**config.mk**
```make
export PLATFORM = sky130hd
export DESIGN_NAME = mvx_exporter
export DESIGN_NICKNAME = d
export VERILOG_FILES = /design/src/design/mvx_pkg.sv /design/src/design/mvx_exporter.sv
export SDC_FILE = /design/constraint.sdc
export NUM_CORES = 1
export LEC_CHECK = 0
export BUFFER_PORTS_ARGS = -buffer_cell sky130_fd_sc_hd__buf_2
export CAP_MARGIN = 25
export CELL_PAD_IN_SITES_DETAIL_PLACEMENT = 0
export CELL_PAD_IN_SITES_GLOBAL_PLACEMENT = 1
export CORE_MARGIN = 8
export CORE_UTILIZATION = 34
export DETAILED_ROUTE_END_ITERATION = 12
export GPL_ROUTABILITY_DRIVEN = 1
export PLACE_DENSITY = 0.61
export SYNTH_ARGS = -nofsm -noshare
export SYNTH_HDL_FRONTEND = slang
export SYNTH_HIERARCHICAL = 1
export SYNTH_SLANG_ARGS = --single-unit
export TNS_END_PERCENT = 5
```
**constraint.sdc**
```tcl
create_clock -name sys_clk -period 9.1 [get_ports sys_clk]
set_input_delay 1.82 -clock sys_clk [delete_from_list [all_inputs] [get_ports sys_clk]]
set_output_delay 1.82 -clock sys_clk [all_outputs]
set_load 0.005 [all_outputs]
```
**src/design/mvx_pkg.sv**
```systemverilog
// shared constants, layouts and carriers for the measured value exporter
package mvx_pkg;
  localparam int unsigned CLK_HZ = 20_000_000;
  localparam int unsigned BAUD_9600 = 9600;
  localparam int unsigned BAUD_19200 = 19200;
  localparam int unsigned BAUD_38400 = 38400;
  localparam int unsigned BAUD_115200 = 115200;
  localparam logic [11:0] DIV_9600 = 12'((CLK_HZ + BAUD_9600 / 2) / BAUD_9600);
  localparam logic [11:0] DIV_19200 =
    12'((CLK_HZ + BAUD_19200 / 2) / BAUD_19200);
  localparam logic [11:0] DIV_38400 =
    12'((CLK_HZ + BAUD_38400 / 2) / BAUD_38400);
  localparam logic [11:0] DIV_115200 =
    12'((CLK_HZ + BAUD_115200 / 2) / BAUD_115200);
  localparam logic [7:0] ADDR_CTRL = 8'h00;
  localparam logic [7:0] ADDR_STATUS = 8'h04;
  localparam logic [1:0] BAUD_SEL_9600 = 2'h0;
  localparam logic [1:0] BAUD_SEL_19200 = 2'h1;
  localparam logic [1:0] BAUD_SEL_38400 = 2'h2;
  localparam logic [1:0] IF_RS232 = 2'h0;
  localparam logic [1:0] IF_USB = 2'h1;
  localparam logic [1:0] IF_GPIB = 2'h2;
  localparam logic [1:0] IF_PRINT = 2'h3;
  localparam logic [1:0] SCAN_OFF = 2'h0;
  localparam logic [4:0] CODE_REL = 5'h10;
  localparam logic [4:0] CODE_TEMP = 5'h11;
  localparam logic [7:0] CH_SPACE = 8'h20;
  localparam logic [7:0] CH_PLUS = 8'h2b;
  localparam logic [7:0] CH_MINUS = 8'h2d;
  localparam logic [7:0] CH_DOT = 8'h2e;
  localparam logic [7:0] CH_ZERO = 8'h30;
  localparam logic [7:0] CH_ONE = 8'h31;
  localparam logic [7:0] CH_E = 8'h45;
  localparam logic [7:0] CH_CR = 8'h0d;
  localparam logic [7:0] CH_LF = 8'h0a;
  localparam logic [3:0] UART_BITS = 4'h9;
  localparam int MANT_MAX = 8;

  // measurement as handed over at end of conversion; digits[MANT_MAX-1] is the msd
  typedef struct packed {
    logic fault;
    logic ovr;
    logic neg;
    logic [4:0] code;
    logic [3:0] disp;
    logic [MANT_MAX-1:0][3:0] digits;
  } mvx_meas_s;

  typedef struct packed {
    logic [1:0] scan;
    logic mux_sel;
    logic trig_int;
    logic [1:0] iface;
    logic [1:0] baud;
    logic export_en;
  } mvx_ctrl_s;

  typedef struct packed {
    logic [2:0] int_d;
    logic [2:0] frac_d;
    logic [2:0] ofrac_d;
    logic exp_neg;
    logic [4:0] exp;
    logic [4:0] oexp;
    logic [4:0] fexp;
  } mvx_lay_s;

  typedef enum logic [1:0] {
    MVX_IDLE,
    MVX_EMIT
  } mvx_fmt_e;
endpackage

```
**src/design/mvx_exporter.sv**
```systemverilog
// ascii record framer, its character fifo and serial transmitter
`timescale 1ns/1ns
`default_nettype none
module mvx_fifo #(
  parameter int W = 8,
  parameter int DEPTH = 8
) (
  input wire logic sys_clk,
  input wire logic srst,
  input wire logic in_valid,
  output logic in_ready,
  input wire logic [W-1:0] in_data,
  output logic out_valid,
  input wire logic out_ready,
  output logic [W-1:0] out_data,
  output logic [$clog2(DEPTH):0] level
);
  localparam int AW = $clog2(DEPTH);
  logic [W-1:0] mem_q [DEPTH];
  logic [AW-1:0] wr_q, wr_d, rd_q, rd_d;
  logic [AW:0] cnt_q, cnt_d;
  logic push, pop;

  assign in_ready = cnt_q != (AW + 1)'(DEPTH);
  assign out_valid = cnt_q != '0;
  assign out_data = mem_q[rd_q];
  assign level = cnt_q;
  assign push = in_valid && in_ready;
  assign pop = out_valid && out_ready;

  always_comb begin
    wr_d = push ? AW'((wr_q + 1'b1) % DEPTH) : wr_q;
    rd_d = pop ? AW'((rd_q + 1'b1) % DEPTH) : rd_q;
    cnt_d = cnt_q + (AW + 1)'(push) - (AW + 1)'(pop);
  end

  always_ff @(posedge sys_clk) begin
    if (srst) begin
      wr_q <= '0;
      rd_q <= '0;
      cnt_q <= '0;
    end else begin
      wr_q <= wr_d;
      rd_q <= rd_d;
      cnt_q <= cnt_d;
    end
    if (push) begin
      mem_q[wr_q] <= in_data;
    end
  end

  a_fifo_bound: assert property (@(posedge sys_clk) disable iff (srst)
    cnt_q <= (AW + 1)'(DEPTH)) else $error("fifo count past depth");
endmodule

module mvx_exporter
  import mvx_pkg::*;
#(
  parameter int FIFO_DEPTH = 8
) (
  input wire logic sys_clk,
  input wire logic srst,
  input wire logic [7:0] reg_addr,
  input wire logic [31:0] reg_wdata,
  input wire logic reg_wr,
  input wire logic reg_rd,
  output logic [31:0] reg_rdata,
  input wire logic meas_done,
  input wire mvx_meas_s meas_in,
  input wire logic trig_in,
  input wire logic enter_key,
  output logic txd
);
  mvx_ctrl_s ctrl_q, ctrl_d;
  logic [31:0] rdata_q, rdata_d;
  logic [15:0] rec_cnt_q, rec_cnt_d;
  mvx_meas_s held_q, held_d;
  logic req_q, req_d;
  mvx_fmt_e st_q, st_d;
  logic [4:0] pos_q, pos_d;
  mvx_lay_s lay;
  logic [4:0] last_pos;
  logic [7:0] ch;
  logic allowed, event_in, push_ok, f_ready, f_valid, tx_take;
  logic [7:0] f_data;
  logic [$clog2(FIFO_DEPTH):0] f_level;
  logic [11:0] bdiv_q, bdiv_d, div_sel;
  logic [3:0] bit_q, bit_d;
  logic [9:0] sh_q, sh_d;
  logic busy_q, busy_d;

  // fixed per-range patterns; relative and temperature share +00 exponent
  function automatic mvx_lay_s layout(input logic [4:0] code);
    mvx_lay_s l;
    logic [1:0] dec;
    l = '0;
    dec = 2'(code % 5'h3);
    l.int_d = 3'(dec) + 3'h2;
    l.frac_d = 3'h7 - l.int_d;
    l.ofrac_d = l.frac_d;
    l.oexp = 5'h13 - 5'(dec);
    l.fexp = dec == 2'h0 ? 5'h1d : (dec == 2'h1 ? 5'h1c : 5'h1b);
    l.exp_neg = code < 5'h3 || code == 5'hc;
    l.exp = code < 5'hc ? 5'h3 * (5'(code / 5'h3) - 5'h1) : 5'h3;
    if (code < 5'h3) begin
      l.exp = 5'h3;
    end
    if (code == 5'h0) begin
      l.fexp = 5'h1c;
    end
    if (code == 5'hb) begin
      l.fexp = 5'h1c;
    end
    if (code == 5'h9) begin
      l.frac_d = 3'h4;
    end
    if (code >= 5'hc && code < CODE_REL) begin
      dec = 2'(code - 5'hc);
      l.int_d = dec == 2'h0 ? 3'h4 : 3'(dec) + 3'h1;
      l.frac_d = 3'h6 - l.int_d;
      l.ofrac_d = l.frac_d;
      l.oexp = 5'h15 - 5'(l.int_d);
      l.fexp = 5'h1f - 5'(l.int_d);
      l.exp = dec == 2'h0 ? 5'h3 : 5'h0;
    end
    if (code == CODE_REL || code == CODE_TEMP) begin
      l.int_d = 3'h3;
      l.frac_d = code == CODE_TEMP ? 3'h1 : 3'h3;
      l.ofrac_d = l.frac_d;
      l.exp_neg = 1'b0;
      l.exp = 5'h0;
      l.oexp = 5'h12;
      l.fexp = 5'h1c;
    end
    return l;
  endfunction

  function automatic logic [7:0] dec_ch(input logic [4:0] v, input logic hi);
    logic [4:0] t;
    t = v >= 5'h14 ? 5'h2 : (v >= 5'ha ? 5'h1 : 5'h0);
    return hi ? CH_ZERO + 8'(t) : CH_ZERO + 8'(v - 5'ha * t);
  endfunction

  assign lay = layout(held_q.code);
  assign allowed = ctrl_q.export_en && ctrl_q.iface != IF_GPIB
    && !(ctrl_q.mux_sel && ctrl_q.scan != SCAN_OFF);
  assign event_in = ctrl_q.trig_int ? (trig_in || enter_key)
    : meas_done;

  // character at each record position; field spacing is set by range, but code 9 gets one more fraction digit on over-range or fault
  always_comb begin
    logic [2:0] nf;
    logic [4:0] k, e;
    logic sent;
    nf = 3'h0;
    k = 5'h0;
    e = 5'h0;
    sent = held_q.fault || held_q.ovr;
    nf = sent ? lay.ofrac_d : lay.frac_d;
    e = held_q.fault ? lay.fexp : (held_q.ovr ? lay.oexp : lay.exp);
    last_pos = 5'(lay.int_d) + 5'(nf) + 5'h7;
    k = pos_q <= 5'(lay.int_d) ? pos_q - 5'h1 : pos_q - 5'h2;
    ch = CH_ZERO;
    if (pos_q == 5'h0) begin
      ch = (held_q.neg && !held_q.fault) ? CH_MINUS : CH_SPACE;
    end else if (pos_q == 5'(lay.int_d) + 5'h1) begin
      ch = CH_DOT;
    end else if (pos_q <= 5'(lay.int_d) + 5'(nf) + 5'h1) begin
      if (sent) begin
        ch = k == 5'h0 ? CH_ONE : CH_ZERO;
      end else if (k >= 5'(held_q.disp)) begin
        ch = CH_ZERO;
      end else begin
        ch = CH_ZERO + 8'(held_q.digits[MANT_MAX - 1 - int'(k)]);
      end
    end else if (pos_q == last_pos - 5'h5) begin
      ch = CH_E;
    end else if (pos_q == last_pos - 5'h4) begin
      ch = (lay.exp_neg && !sent) ? CH_MINUS : CH_PLUS;
    end else if (pos_q == last_pos - 5'h3) begin
      ch = dec_ch(e, 1'b1);
    end else if (pos_q == last_pos - 5'h2) begin
      ch = dec_ch(e, 1'b0);
    end else if (pos_q == last_pos - 5'h1) begin
      ch = CH_CR;
    end else begin
      ch = CH_LF;
    end
  end

  assign push_ok = st_q == MVX_EMIT && f_ready;

  always_comb begin
    ctrl_d = ctrl_q;
    rdata_d = '0;
    held_d = meas_done ? meas_in : held_q;
    req_d = req_q;
    st_d = st_q;
    pos_d = pos_q;
    rec_cnt_d = rec_cnt_q;
    if (reg_wr && reg_addr == ADDR_CTRL) begin
      ctrl_d = mvx_ctrl_s'(reg_wdata[$bits(mvx_ctrl_s)-1:0]);
    end
    if (reg_rd && reg_addr == ADDR_CTRL) begin
      rdata_d = 32'(ctrl_q);
    end else if (reg_rd && reg_addr == ADDR_STATUS) begin
      rdata_d = {rec_cnt_q, 8'(f_level), 6'h0, busy_q, st_q == MVX_EMIT};
    end
    case (st_q)
      MVX_IDLE: begin
        // a request left over from before a refusal must not start a record
        if (req_q && allowed) begin
          st_d = MVX_EMIT;
          pos_d = 5'h0;
          req_d = 1'b0;
          held_d = held_q;
        end
      end
      MVX_EMIT: begin
        held_d = held_q;
        if (push_ok) begin
          pos_d = pos_q + 5'h1;
          if (pos_q == last_pos) begin
            st_d = MVX_IDLE;
            rec_cnt_d = rec_cnt_q + 16'h1;
          end
        end
      end
      default: st_d = MVX_IDLE;
    endcase
    // a new event beside the accept is kept for the next record
    if (event_in && allowed) begin
      req_d = 1'b1;
    end
    if (!allowed) begin
      req_d = 1'b0;
    end
  end

  always_ff @(posedge sys_clk) begin
    if (srst) begin
      ctrl_q <= '0;
      rdata_q <= '0;
      held_q <= '0;
      req_q <= 1'b0;
      st_q <= MVX_IDLE;
      pos_q <= '0;
      rec_cnt_q <= '0;
    end else begin
      ctrl_q <= ctrl_d;
      rdata_q <= rdata_d;
      held_q <= held_d;
      req_q <= req_d;
      st_q <= st_d;
      pos_q <= pos_d;
      rec_cnt_q <= rec_cnt_d;
    end
  end
  assign reg_rdata = rdata_q;

  mvx_fifo #(.W(8), .DEPTH(FIFO_DEPTH)) u_fifo (
    .sys_clk(sys_clk),
    .srst(srst),
    .in_valid(st_q == MVX_EMIT),
    .in_ready(f_ready),
    .in_data(ch),
    .out_valid(f_valid),
    .out_ready(tx_take),
    .out_data(f_data),
    .level(f_level)
  );

  // the framer stalls on a full fifo, so the line rate paces it
  always_comb begin
    case (ctrl_q.baud)
      BAUD_SEL_9600: div_sel = DIV_9600;
      BAUD_SEL_19200: div_sel = DIV_19200;
      BAUD_SEL_38400: div_sel = DIV_38400;
      default: div_sel = DIV_115200;
    endcase
  end

  assign tx_take = !busy_q && f_valid;

  always_comb begin
    busy_d = busy_q;
    bdiv_d = bdiv_q;
    bit_d = bit_q;
    sh_d = sh_q;
    if (tx_take) begin
      busy_d = 1'b1;
      sh_d = {1'b1, f_data, 1'b0};
      bdiv_d = div_sel - 12'h1;
      bit_d = UART_BITS;
    end else if (busy_q) begin
      if (bdiv_q == 12'h0) begin
        bdiv_d = div_sel - 12'h1;
        sh_d = {1'b1, sh_q[9:1]};
        if (bit_q == 4'h0) begin
          busy_d = 1'b0;
        end else begin
          bit_d = bit_q - 4'h1;
        end
      end else begin
        bdiv_d = bdiv_q - 12'h1;
      end
    end
  end

  always_ff @(posedge sys_clk) begin
    if (srst) begin
      busy_q <= 1'b0;
      bdiv_q <= '0;
      bit_q <= '0;
      sh_q <= 10'h3ff;
    end else begin
      busy_q <= busy_d;
      bdiv_q <= bdiv_d;
      bit_q <= bit_d;
      sh_q <= sh_d;
    end
  end
  assign txd = sh_q[0];

  a_reset_disabled: assert property (@(posedge sys_clk)
    srst |=> !ctrl_q.export_en) else $error("export on after reset");
  a_gpib_blocks: assert property (@(posedge sys_clk) disable iff (srst)
    ctrl_q.iface == IF_GPIB && st_q == MVX_IDLE |=> st_q == MVX_IDLE)
    else $error("record started on gpib");
  a_scan_blocks: assert property (@(posedge sys_clk) disable iff (srst)
    ctrl_q.mux_sel && ctrl_q.scan != SCAN_OFF |=> !req_q)
    else $error("request held during scan");
  a_event_request: assert property (@(posedge sys_clk) disable iff (srst)
    event_in && allowed && $past(allowed) |=> req_q || st_q == MVX_EMIT)
    else $error("event lost");
  a_pos_space: assert property (@(posedge sys_clk) disable iff (srst)
    push_ok && pos_q == 5'h0 && !held_q.neg |-> ch == CH_SPACE)
    else $error("positive sign not space");
  a_sent_lead: assert property (@(posedge sys_clk) disable iff (srst)
    push_ok && pos_q == 5'h1 && (held_q.ovr || held_q.fault) |-> ch == CH_ONE)
    else $error("sentinel lead digit wrong");
  a_fault_sign: assert property (@(posedge sys_clk) disable iff (srst)
    push_ok && pos_q == 5'h0 && held_q.fault |-> ch == CH_SPACE)
    else $error("fault sentinel not positive");
  a_record_end: assert property (@(posedge sys_clk) disable iff (srst)
    push_ok && pos_q == last_pos |-> ch == CH_LF ##1 st_q == MVX_IDLE)
    else $error("record not ended by lf");
  a_start_bit: assert property (@(posedge sys_clk) disable iff (srst)
    tx_take |=> !txd && busy_q) else $error("no start bit");
  a_temp_dot: assert property (@(posedge sys_clk) disable iff (srst)
    push_ok && held_q.code == CODE_TEMP && pos_q == 5'h4 |-> ch == CH_DOT)
    else $error("temperature point misplaced");
endmodule
`default_nettype wire

```
Word-level counts from Yosys, hierarchy flattened
Memory sizes are Yosys's and may differ from the RTL's. A register that Yosys moved wholly into a read port is not among the register bits.
Index checks and enable logic that the tools add are counted.

operators by class
  bitwise gates (word level) = 4
  equal/unequal tests = 24
  divide/modulo/power cells = 2
  shift operators = 0
  mux-type cells = 70
  reduce and logical (&&, ||, !) cells = 51
  add/subtract/negate cells = 34
  $mul = 2
  order comparisons = 10

operators by type and width
  kind                                                  number
  2-to-1 mux 44 bit                                     2
  one-hot mux 44 bit (2 select lines)                   1
  2-to-1 mux 8 bit                                      7
  2-to-1 mux 9 bit                                      6
  2-to-1 mux 5 bit                                      8
  2-to-1 mux 12 bit                                     3
  one-hot mux 12 bit (3 select lines)                   1
  equality test 5 bit                                   6
  2-to-1 mux 3 bit                                      10
  2-to-1 mux 4 bit                                      7
  2-to-1 mux 25 bit                                     1
  subtractor 12 x 1 -> 12 bit (second input constant)   2
  adder 16 x 1 -> 16 bit (second input constant)        1
  equality test 5 x 4 -> 1 bit (second input constant)  3
  zero test 5 bit                                       3
  2-to-1 mux 15 bit                                     1
  AND reduction 3 bit                                   5
  subtractor 5 x 1 -> 5 bit (second input constant)     3
  subtractor 5 x 2 -> 5 bit (second input constant)     3
  logical AND 1 bit                                     14
  2-to-1 mux 7 bit                                      2
  binary-select mux 4 bit (select 3 bit)                1
  zero test 12 bit                                      1
  2-to-1 mux 1 bit                                      12
  57 further kinds                                      94

word-level totals
  bits in latches = 0
  memory bits (writable) = 64
  logic and storage cells = 232
  register bits = 145
  memory bits (read-only) = 0
  output and inout bits = 33
  memories = 1

memory list
  name          depth  bits a word  read ports  clocked after Yosys merged registers in  write ports  line                text
  u_fifo.mem_q  8      8            1           1                                        1            mvx_exporter.sv:19  logic [W-1:0] mem_q [DEPTH];

Depth between registers and ports, before layout
Gate-level depths: netlist (run 1).

  depth in word-level cells = 23
  gate-level depth with buffers = 33
  gate-level depth less buffers = 30

Cells and area by module
Netlist (run 1), hierarchy kept.

by module, submodules not included
  module        times used  seq. area each (um^2)  area each (um^2)  cells an instance
  mvx_exporter  1           2602.5                 8250.4            1044
  mvx_fifo      1           2182.1                 3189.3            173

Least setup slack after synthesis (run 1)
OpenSTA, ideal clock, no wires.

  path type = register to register
  from = register held_q[36] in the netlist's numbering
  to = memory u_fifo.mem_q[0][0] (data pin)
  path slack = 1.671 ns
  stages on the path, launching flop included = 32
  arrival = 7.205 ns
  cell sequence = dfxtp_1 -> clkbuf_1 -> inv_1 -> ha_1 -> buf_4 -> a21oi_1 -> o31a_1 -> a21oi_1 -> a211o_1 -> ha_1 -> or2_2 -> o32a_1 -> or4b_1 -> nand3_1 -> inv_1 -> ha_1 -> nor2b_1 -> o21ai_0 -> a21o_1 -> a21oi_1 -> nor2_1 -> clkbuf_1 -> ha_1 -> nand2b_1 -> a21oi_1 -> nor2b_1 -> o21ai_0 -> or4bb_1 -> nor4_1 -> or3_1 -> a31oi_1 -> a21oi_1

on the way
  cells in the longest elaborated chain, start to end = 19
  elaborated cells between the ends (all ways) = 85
  classes of those cells = add/sub: 23; mul: 1; div: 2; order compare: 9; eq/ne: 11; mux: 33; reduce/logical: 6

RTL lines
  what                                                      line                 text
  start: declaration                                        mvx_exporter.sv:77   mvx_meas_s held_q, held_d;
  start signal: assignment                                  mvx_exporter.sv:252  held_q <= held_d;
  divider 5 x 2 -> 5 bit, or another cell as far along      mvx_exporter.sv:104  l.exp = code < 5'hc ? 5'h3 * (5'(code / 5'h3) - 5'h1) : 5'h3;
  subtractor 5 x 1 -> 5 bit, or another cell as far along   mvx_exporter.sv:104
  multiplier 2 x 5 -> 5 bit, or another cell as far along   mvx_exporter.sv:104
  2-to-1 mux 5 bit, or another cell as far along            mvx_exporter.sv:104
  2-to-1 mux 5 bit, or another cell as far along            mvx_exporter.sv:105  if (code < 5'h3) begin
  2-to-1 mux 15 bit, or another cell as far along           mvx_exporter.sv:117  if (code >= 5'hc && code < CODE_REL) begin
  2-to-1 mux 25 bit *                                       mvx_exporter.sv:126  if (code == CODE_REL || code == CODE_TEMP) begin
  2-to-1 mux 5 bit, or another cell as far along            mvx_exporter.sv:160  e = held_q.fault ? lay.fexp : (held_q.ovr ? lay.oexp : lay.exp);
  [... 4 more ...]                                          n/a
  adder 6 x 2 -> 7 bit or 2-to-1 mux 8 bit (tied branches)  n/a
  2-to-1 mux 8 bit                                          mvx_exporter.sv:180  end else if (pos_q == last_pos - 5'h3) begin
  2-to-1 mux 8 bit                                          mvx_exporter.sv:178  end else if (pos_q == last_pos - 5'h4) begin
  2-to-1 mux 8 bit                                          mvx_exporter.sv:176  end else if (pos_q == last_pos - 5'h5) begin
  2-to-1 mux 8 bit                                          mvx_exporter.sv:168  end else if (pos_q <= 5'(lay.int_d) + 5'(nf) + 5'h1) begin
  2-to-1 mux 8 bit *                                        mvx_exporter.sv:166  end else if (pos_q == 5'(lay.int_d) + 5'h1) begin
  2-to-1 mux 8 bit *                                        mvx_exporter.sv:164  if (pos_q == 5'h0) begin
  via ch[0]                                                 mvx_exporter.sv:83   logic [7:0] ch;
  end: declaration                                          mvx_exporter.sv:19

Mark *: on every way through the listed nets, which the timed path passes. The rest lies on a longest branch. The select of a mux whose other input is x is not followed.

Worst setup path after layout (run 1)
  from = register held_q[37] in the netlist's numbering
  to = memory u_fifo.mem_q[1][0] (data pin)

The elaborated chain is that of the path after synthesis.

==> metrics.md, run 1 <==
| Metric | Value |
|---|---|
| Outcome | `finished, final reports clean` |
| Ys Warns | `6` |
| TritonCTS clock tree | `yes` |
| Initial antenna violation count | `0` |
| Area of the multi-input gates | `6200 um2` |
| Post-synthesis adder-cell area fraction | `8.03%` |
| Net switching fraction of the power | `37.1%` |
| CP Max Fanout | `12` |
| Tcrit/Tclk final | `89.8%` |
| Worst reg2reg path depth | `28` |
| Area Overhead vs Synth | `15.1%` |
| Row Count | `67` |
| Slowest CP cell | `or4bb_1` |
| Clock Tree Root | `clkbuf_16` |
| Register Area | `4780 um2` |
| WP data arrival | `8400 ps` |
| Synth top cells by count | `nand2_1, dfxtp_1, a21oi_1` |
| Height of the die | `199 um` |
| # IOs | `124` |
| PortBufs | `96` |
| Htree depth | `1` |
| Worst slew pin tran | `925 ps` |
| Flop-to-flop setup slack | `930 ps` |
| Relative slew slack | `38.1%` |
| Drt wl/cell | `15.0 um` |
| First-pass GRT wire length | `44.5 mm` |
| CP required | `9330 ps` |
| # diodes | `0` |
| Int Power | `2220 uW` |
| WHS Endpoint | `held_q[14]$_SDFFE_PP0P_` |
| Setup-failing EPs final | `0` |
| Comb pwr share | `43.3%` |
| Peak VDD IR | `0.164 mV` |
| WHS | `450 ps` |
| Max incr delay on CP | `610 ps` |
| Largest net degree at the start of global routing | `96` |
| Maxcap violations | `0` |
| Core Area | `33400 um2` |
| Switch Pwr | `1310 uW` |
| Main flop type after synthesis | `dfxtp_1` |
| Clk_lat worst skew | `520 ps` |
| Fill count | `3423` |
| Final Hold Violating Endpoints | `0` |
| Cells after Synth | `1217` |
| Number of flops mapped to enable cells by yosys | `64` |
| Worst setup SP type | `flip-flop` |
| Clock tree buffer depth | `3` |
| Area leader, netlist | `dfxtp_1` |
| Final setup TNS | `0 ps` |
| Count leader, synth | `nand2_1` |
| Seq pwr share | `30.3%` |
| DRC | `0` |
| PostCTS Resize Cnt | `0` |
| CP Class | `reg2reg` |
| Worst Clk Skew | `11.3 ps` |
| Average vias per placed instance | `4.95` |
| Wirelength, routed | `26.7 mm` |
| Synth top area cells | `dfxtp_1, edfxtp_1, ha_1` |
| Slew Viols, Final | `0` |
| Initial core utilization | `34.3%` |
| Cts hold-fix bufs | `0` |
| Nature of the critical path endpoint | `flip-flop` |
| Die width | `199 um` |
| Worst hold path type | `reg2reg` |
| Vias | `8773` |
| RSZ-0062 raised after global routing | `false` |
| Count of cell types in the netlist | `80` |
| Synthesized flop and latch total | `207` |
| Final Wtd Congestion | `0.824` |
| Lkg Pwr | `0.00527 uW` |
| Worst Hold Launch | `held_q[14]$_SDFFE_PP0P_` |
| Area of the mapped netlist | `11400 um2` |
| Syn_area_per_cell | `9.40 um2` |
| Synth Area in XOR/XNOR | `4.24%` |
| Antenna Nets Post-Route | `0` |
| CTS sink count | `207` |
| CTS clk-pin slew, worst paths | `50 ps` |
| Clk pwr share | `26.4%` |
| Period minus WS final | `8170 ps` |
| Vias in the first global route | `8695` |
| Overall Global Routing Usage | `13.4%` |
| R2R Path End | `u_fifo/mem_q[1][0]$_DFFE_PP_` |
| Yosys top cell area share | `25.0%` |
| Largest family of logic cells by synthesized area | `simple AND/OR/NAND/NOR gates` |
| Layout cells sized above 1 | `14.2%` |
| Detailed Routing Iterations Pass 1 | `5` |
| DR iter-0 viols | `360` |
| Post-DP HPWL | `19.4 mm` |
| Area of the die | `39800 um2` |
| Overflow after GRT | `0` |
| TritonCTS buffer count | `24` |
| FMAX | `122 MHz` |
| Power Dens Cells | `267 nW/um2` |
| Sequential-to-total area share from yosys stat | `41.8%` |
| Synth Area in Compound Gates | `14.0%` |
| Synth Area in Simple Gates | `19.1%` |
| Hold Path Depth | `2` |
| # Post-CTS Setup Buffers | `0` |
| Nets | `1468` |
| Worst R2R Start | `held_q[37]$_SDFFE_PP0P_` |
| Mux cell area share after synthesis | `8.49%` |
| Async SR Flop Fraction | `0%` |
stage by stage:
step | utilization [%] | worst slack (ps) | cells | total power, uW | instance area, um2
final | 39.5 | 928 | 1771 | 3520 | 13200
after global routing | 39.5 | 194 | 1771 | 3790 | 13200
after CTS | 39.4 | 878 | 1770 | 3570 | 13100
after detailed placement | 37.1 | 926 | 1727 | 2610 | 12400
after global placement | 37.1 | 943 | 1727 | 2600 | 12400
after floorplan | - | 1670 | 1228 | 2280 | 11500
layout make-up:
type                            instances  share of cell area, %
Tap cell                              448                   4.26
Multi-Input combinational cell        904                   47.1
Timing Repair Buffer                  119                   5.13
Sequential cell                       207                   36.3
Inverter                               50                   1.43
Clock inverter                          8                  0.789
Clock buffer                           35                   4.95
worst max-delay path: cells and delay by family, from the launching register on:
family	cells	cell delay, ps
mux	1	340
simple gates	9	2420
compound gates	10	2720
buf+inv	4	680
fa+ha+maj	4	1150
flops	1	560
layout by cell type (no fill, tap or decap), types with 11 or more instances in the layout:
master	n
mux4_1	15
buf_2	95
mux2i_1	34
nor2_1	84
mux2_2	19
xnor2_1	24
a21oi_1	106
conb_1	12
a211oi_1	12
buf_4	23
nor2b_1	19
nand2b_1	15
inv_1	49
nor3_1	42
o21ai_0	39
nand3_1	31
ha_1	67
and2_1	30
a21o_1	12
xor2_1	19
or3_1	11
dfxtp_1	143
clkbuf_16	24
nand2_1	157
edfxtp_1	64
cells by family after synthesis:
group | Yosys count
buffers and inverters | 117
other | 1
and+or+nand+nor | 450
DFF | 207
muxes | 69
xor gates and xnor gates | 48
AOI/OAI and AO/OA | 254
adders and majority gates | 71
flip-flops by register name, indices dropped and copies added (netlist names), named ones only:
register,cells
bit_q,4
u_fifo/level,4
rec_cnt_q,16
reg_rdata,28
bdiv_q,12
ctrl_q,9
u_fifo/wr_q,3
busy_q,1
held_q,44
pos_q,5
u_fifo/mem_q,64
u_fifo/rd_q,3
st_q,1
sh_q,9
req_q,1
how the worst max path moves through the flow:
stage / from / to / cells past startpoint / slack, ps
floorplan: held_q[36]$_SDFFE_PP0P_ / u_fifo/mem_q[0][0]$_DFFE_PP_ / 31 / 1670
global placement: held_q[37]$_SDFFE_PP0P_ / u_fifo/mem_q[1][0]$_DFFE_PP_ / 28 / 940
detailed placement: held_q[37]$_SDFFE_PP0P_ / u_fifo/mem_q[1][0]$_DFFE_PP_ / 28 / 930
CTS: held_q[37]$_SDFFE_PP0P_ / u_fifo/mem_q[3][0]$_DFFE_PP_ / 28 / 880
global route: held_q[37]$_SDFFE_PP0P_ / u_fifo/mem_q[5][0]$_DFFE_PP_ / 28 / 190
finish: held_q[37]$_SDFFE_PP0P_ / u_fifo/mem_q[1][0]$_DFFE_PP_ / 28 / 930
power groups by stage:
stage               logic (uW)  registers [uW]  clock network (uW)
CTS                       1530            1070                 963
global route              1710            1080                1000
finish                    1530            1070                 929
detailed placement        1520            1090                   0
global placement          1510            1090                   0
floorplan                 1210            1070                   0
layer usage:
metal | up-vias | GRT usage [%] | share of wire, %
li1 | 4520 | - | -
met1 | 4114 | 17.4 | 47
met2 | 110 | 23.1 | 48
met3 | 29 | 2.07 | 2.9
met4 | 0 | 2.86 | 1.9
met5 | - | 0 | 0
(Power assumes the default switching activity.)
==> run 2: changes to the inputs <==
--- a/config.mk
+++ b/config.mk
@@ -9,7 +9,6 @@
 export CAP_MARGIN = 25
 export CELL_PAD_IN_SITES_DETAIL_PLACEMENT = 0
 export CELL_PAD_IN_SITES_GLOBAL_PLACEMENT = 1
-export CORE_MARGIN = 8
 export CORE_UTILIZATION = 34
 export DETAILED_ROUTE_END_ITERATION = 12
 export GPL_ROUTABILITY_DRIVEN = 1
==> run 2 against run 1 <==
Against the previous run: routed wire length shrank 0.56%; first-iteration DRC count grew 10%; cell area shrank 0.22%; via count is essentially flat; critical endpoint is now u_fifo/mem_q[0][0]$_DFFE_PP_.
==> metrics.md, run 2 (synthesis gave the netlist of run 1 again) <==
| Metric | Value |
|---|---|
| Outcome | `finished, final reports clean` |
| DRC | `0` |
| Worst hold path type | `reg2reg` |
| TritonCTS clock tree | `yes` |
| CTS clk-pin slew, worst paths | `60 ps` |
| Tot Pwr | `3520 uW` |
| Average vias per placed instance | `4.99` |
| Slew Viols, Final | `0` |
| R2R Path End | `u_fifo/mem_q[0][0]$_DFFE_PP_` |
| Critical Path Sink | `u_fifo/mem_q[0][0]$_DFFE_PP_` |
| Worst Clk Skew | `15.0 ps` |
| Setup-failing EPs final | `0` |
| TritonCTS buffer count | `24` |
| Largest net degree at the start of global routing | `74` |
| Worst slew pin tran | `1010 ps` |
| Worst reg2reg path depth | `27` |
| # IOs | `124` |
| Area of the die | `34400 um2` |
| CTS sink count | `207` |
| Relative slew slack | `32.7%` |
| Period minus WS final | `8000 ps` |
| Layout cells sized above 1 | `14.7%` |
| Drt wl/cell | `15.1 um` |
| Vias | `8781` |
| Final Hold Violating Endpoints | `0` |
| Max incr delay on CP | `620 ps` |
| Initial core utilization | `34.9%` |
| WHS | `451 ps` |
| Worst R2R Start | `held_q[37]$_SDFFE_PP0P_` |
| Max FFs per register | `64` |
| PortBufs | `96` |
| Clock Tree Root | `clkbuf_16` |
| Nets | `1461` |
| Power Dens Cells | `268 nW/um2` |
| Die width | `185 um` |
| Worst setup path start | `held_q[37]$_SDFFE_PP0P_` |
| Most frequent cells in the layout | `nand2_1, dfxtp_1, a21oi_1` |
| Tcrit/Tclk final | `87.9%` |
| Area of the multi-input gates | `6230 um2` |
| Worst setup SP type | `flip-flop` |
| Final setup TNS | `0 ps` |
| Height of the die | `185 um` |
| Detailed Routing Iterations Pass 1 | `4` |
| Cts hold-fix bufs | `0` |
| First-pass GRT wire length | `43.8 mm` |
| Lkg Pwr | `0.00524 uW` |
| Peak VDD IR | `0.140 mV` |
| Top reg by flops | `u_fifo/mem_q` |
| Core Area | `32800 um2` |
| Antenna Nets Post-Route | `0` |
| Clk_lat worst skew | `530 ps` |
| Area Overhead vs Synth | `14.8%` |
| WP data arrival | `8300 ps` |
| Nature of the critical path endpoint | `flip-flop` |
| Overflow after GRT | `0` |
| # diodes | `0` |
| Wirelength, routed | `26.5 mm` |
| Clock tree buffer depth | `3` |
| CP required | `9400 ps` |
| Final Wtd Congestion | `0.790` |
| CP Class | `reg2reg` |
| Commonest non-fill, non-tap cell in the layout | `nand2_1` |
| Post-DP HPWL | `18.7 mm` |
| Maxcap violations | `0` |
| Flop-to-flop setup slack | `1100 ps` |
| Slowest CP cell | `or4bb_1` |
| Row Count | `66` |
| Worst path most repeated cell | `ha_1` |
| DR iter-0 viols | `397` |
| Fill count | `3341` |
| Initial antenna violation count | `0` |
| Overall Global Routing Usage | `15.8%` |
| Register Area | `4780 um2` |
| CP Max Fanout | `12` |
| Htree depth | `1` |
| FMAX | `125 MHz` |
| RSZ-0062 raised after global routing | `false` |
| Vias in the first global route | `8436` |
run 2: cell type report:
| cell class | count | share of cell area [%] |
|---|---|---|
| Clock inverter | 17 | 1.33 |
| Tap cell | 442 | 4.21 |
| Sequential cell | 207 | 36.4 |
| Timing Repair Buffer | 112 | 4.59 |
| Multi-Input combinational cell | 904 | 47.4 |
| Inverter | 50 | 1.43 |
| Clock buffer | 26 | 4.63 |
run 2: repair_timing:
item | 4_1_cts | 5_1_grt
resized for setup | 0 | 1
setup endpoints to repair | 0 | 4
buffers inserted | 0 | 0
run 2: where the power goes:
| part | leakage (uW) | internal (uW) | total [uW] | switching [uW] |
|---|---|---|---|---|
| logic | 0.00312 | 642 | 1500 | 858 |
| clock network | 0.000379 | 549 | 949 | 400 |
| registers | 0.00174 | 1010 | 1080 | 62.7 |
run 2: through the flow:
stage                     setup slack (ps)  std cells  utilization [%]  instance area [um2]
after CTS                              816       1757             40.0                13100
after global placement                 881       1714             37.6                12300
after detailed placement               852       1714             37.6                12300
final                                 1100       1758             40.1                13100
after global routing                   224       1758             40.1                13100
after floorplan                       1670       1228                -                11500
run 2: layer usage:
metal / wire length (um) / vias to the layer above / global-route usage, %
li1: - / 4504 / -
met1: 12700 / 4129 / 21.1
met2: 12600 / 112 / 26.8
met3: 742 / 36 / 2.03
met4: 512 / 0 / 3.67
met5: 0 / - / 0
run 2: worst max-delay path: cells and delay by family (launching register included):
family                   cells  cell delay, ps
AO/OA/AOI/OAI               10            2360
adder cells (fa/ha/maj)      4            1150
buffers and inverters        3             620
flip-flops                   1             550
multiplexers                 1             390
AND/OR/NAND/NOR              9            2720
run 2: worst min path at each step:
stage,start,cells after the start,slack [ps],end
5_1_grt,held_q[34]$_SDFFE_PP0P_,2,470,held_q[34]$_SDFFE_PP0P_
3_5_place_dp,held_q[15]$_SDFFE_PP0P_,2,450,held_q[15]$_SDFFE_PP0P_
3_3_place_gp,held_q[9]$_SDFFE_PP0P_,2,440,held_q[9]$_SDFFE_PP0P_
2_1_floorplan,u_fifo/level[2]$_SDFF_PP0_,1,430,reg_rdata[10]$_SDFF_PP0_
4_1_cts,held_q[15]$_SDFFE_PP0P_,2,450,held_q[15]$_SDFFE_PP0P_
6_report,held_q[21]$_SDFFE_PP0P_,2,450,held_q[21]$_SDFFE_PP0P_
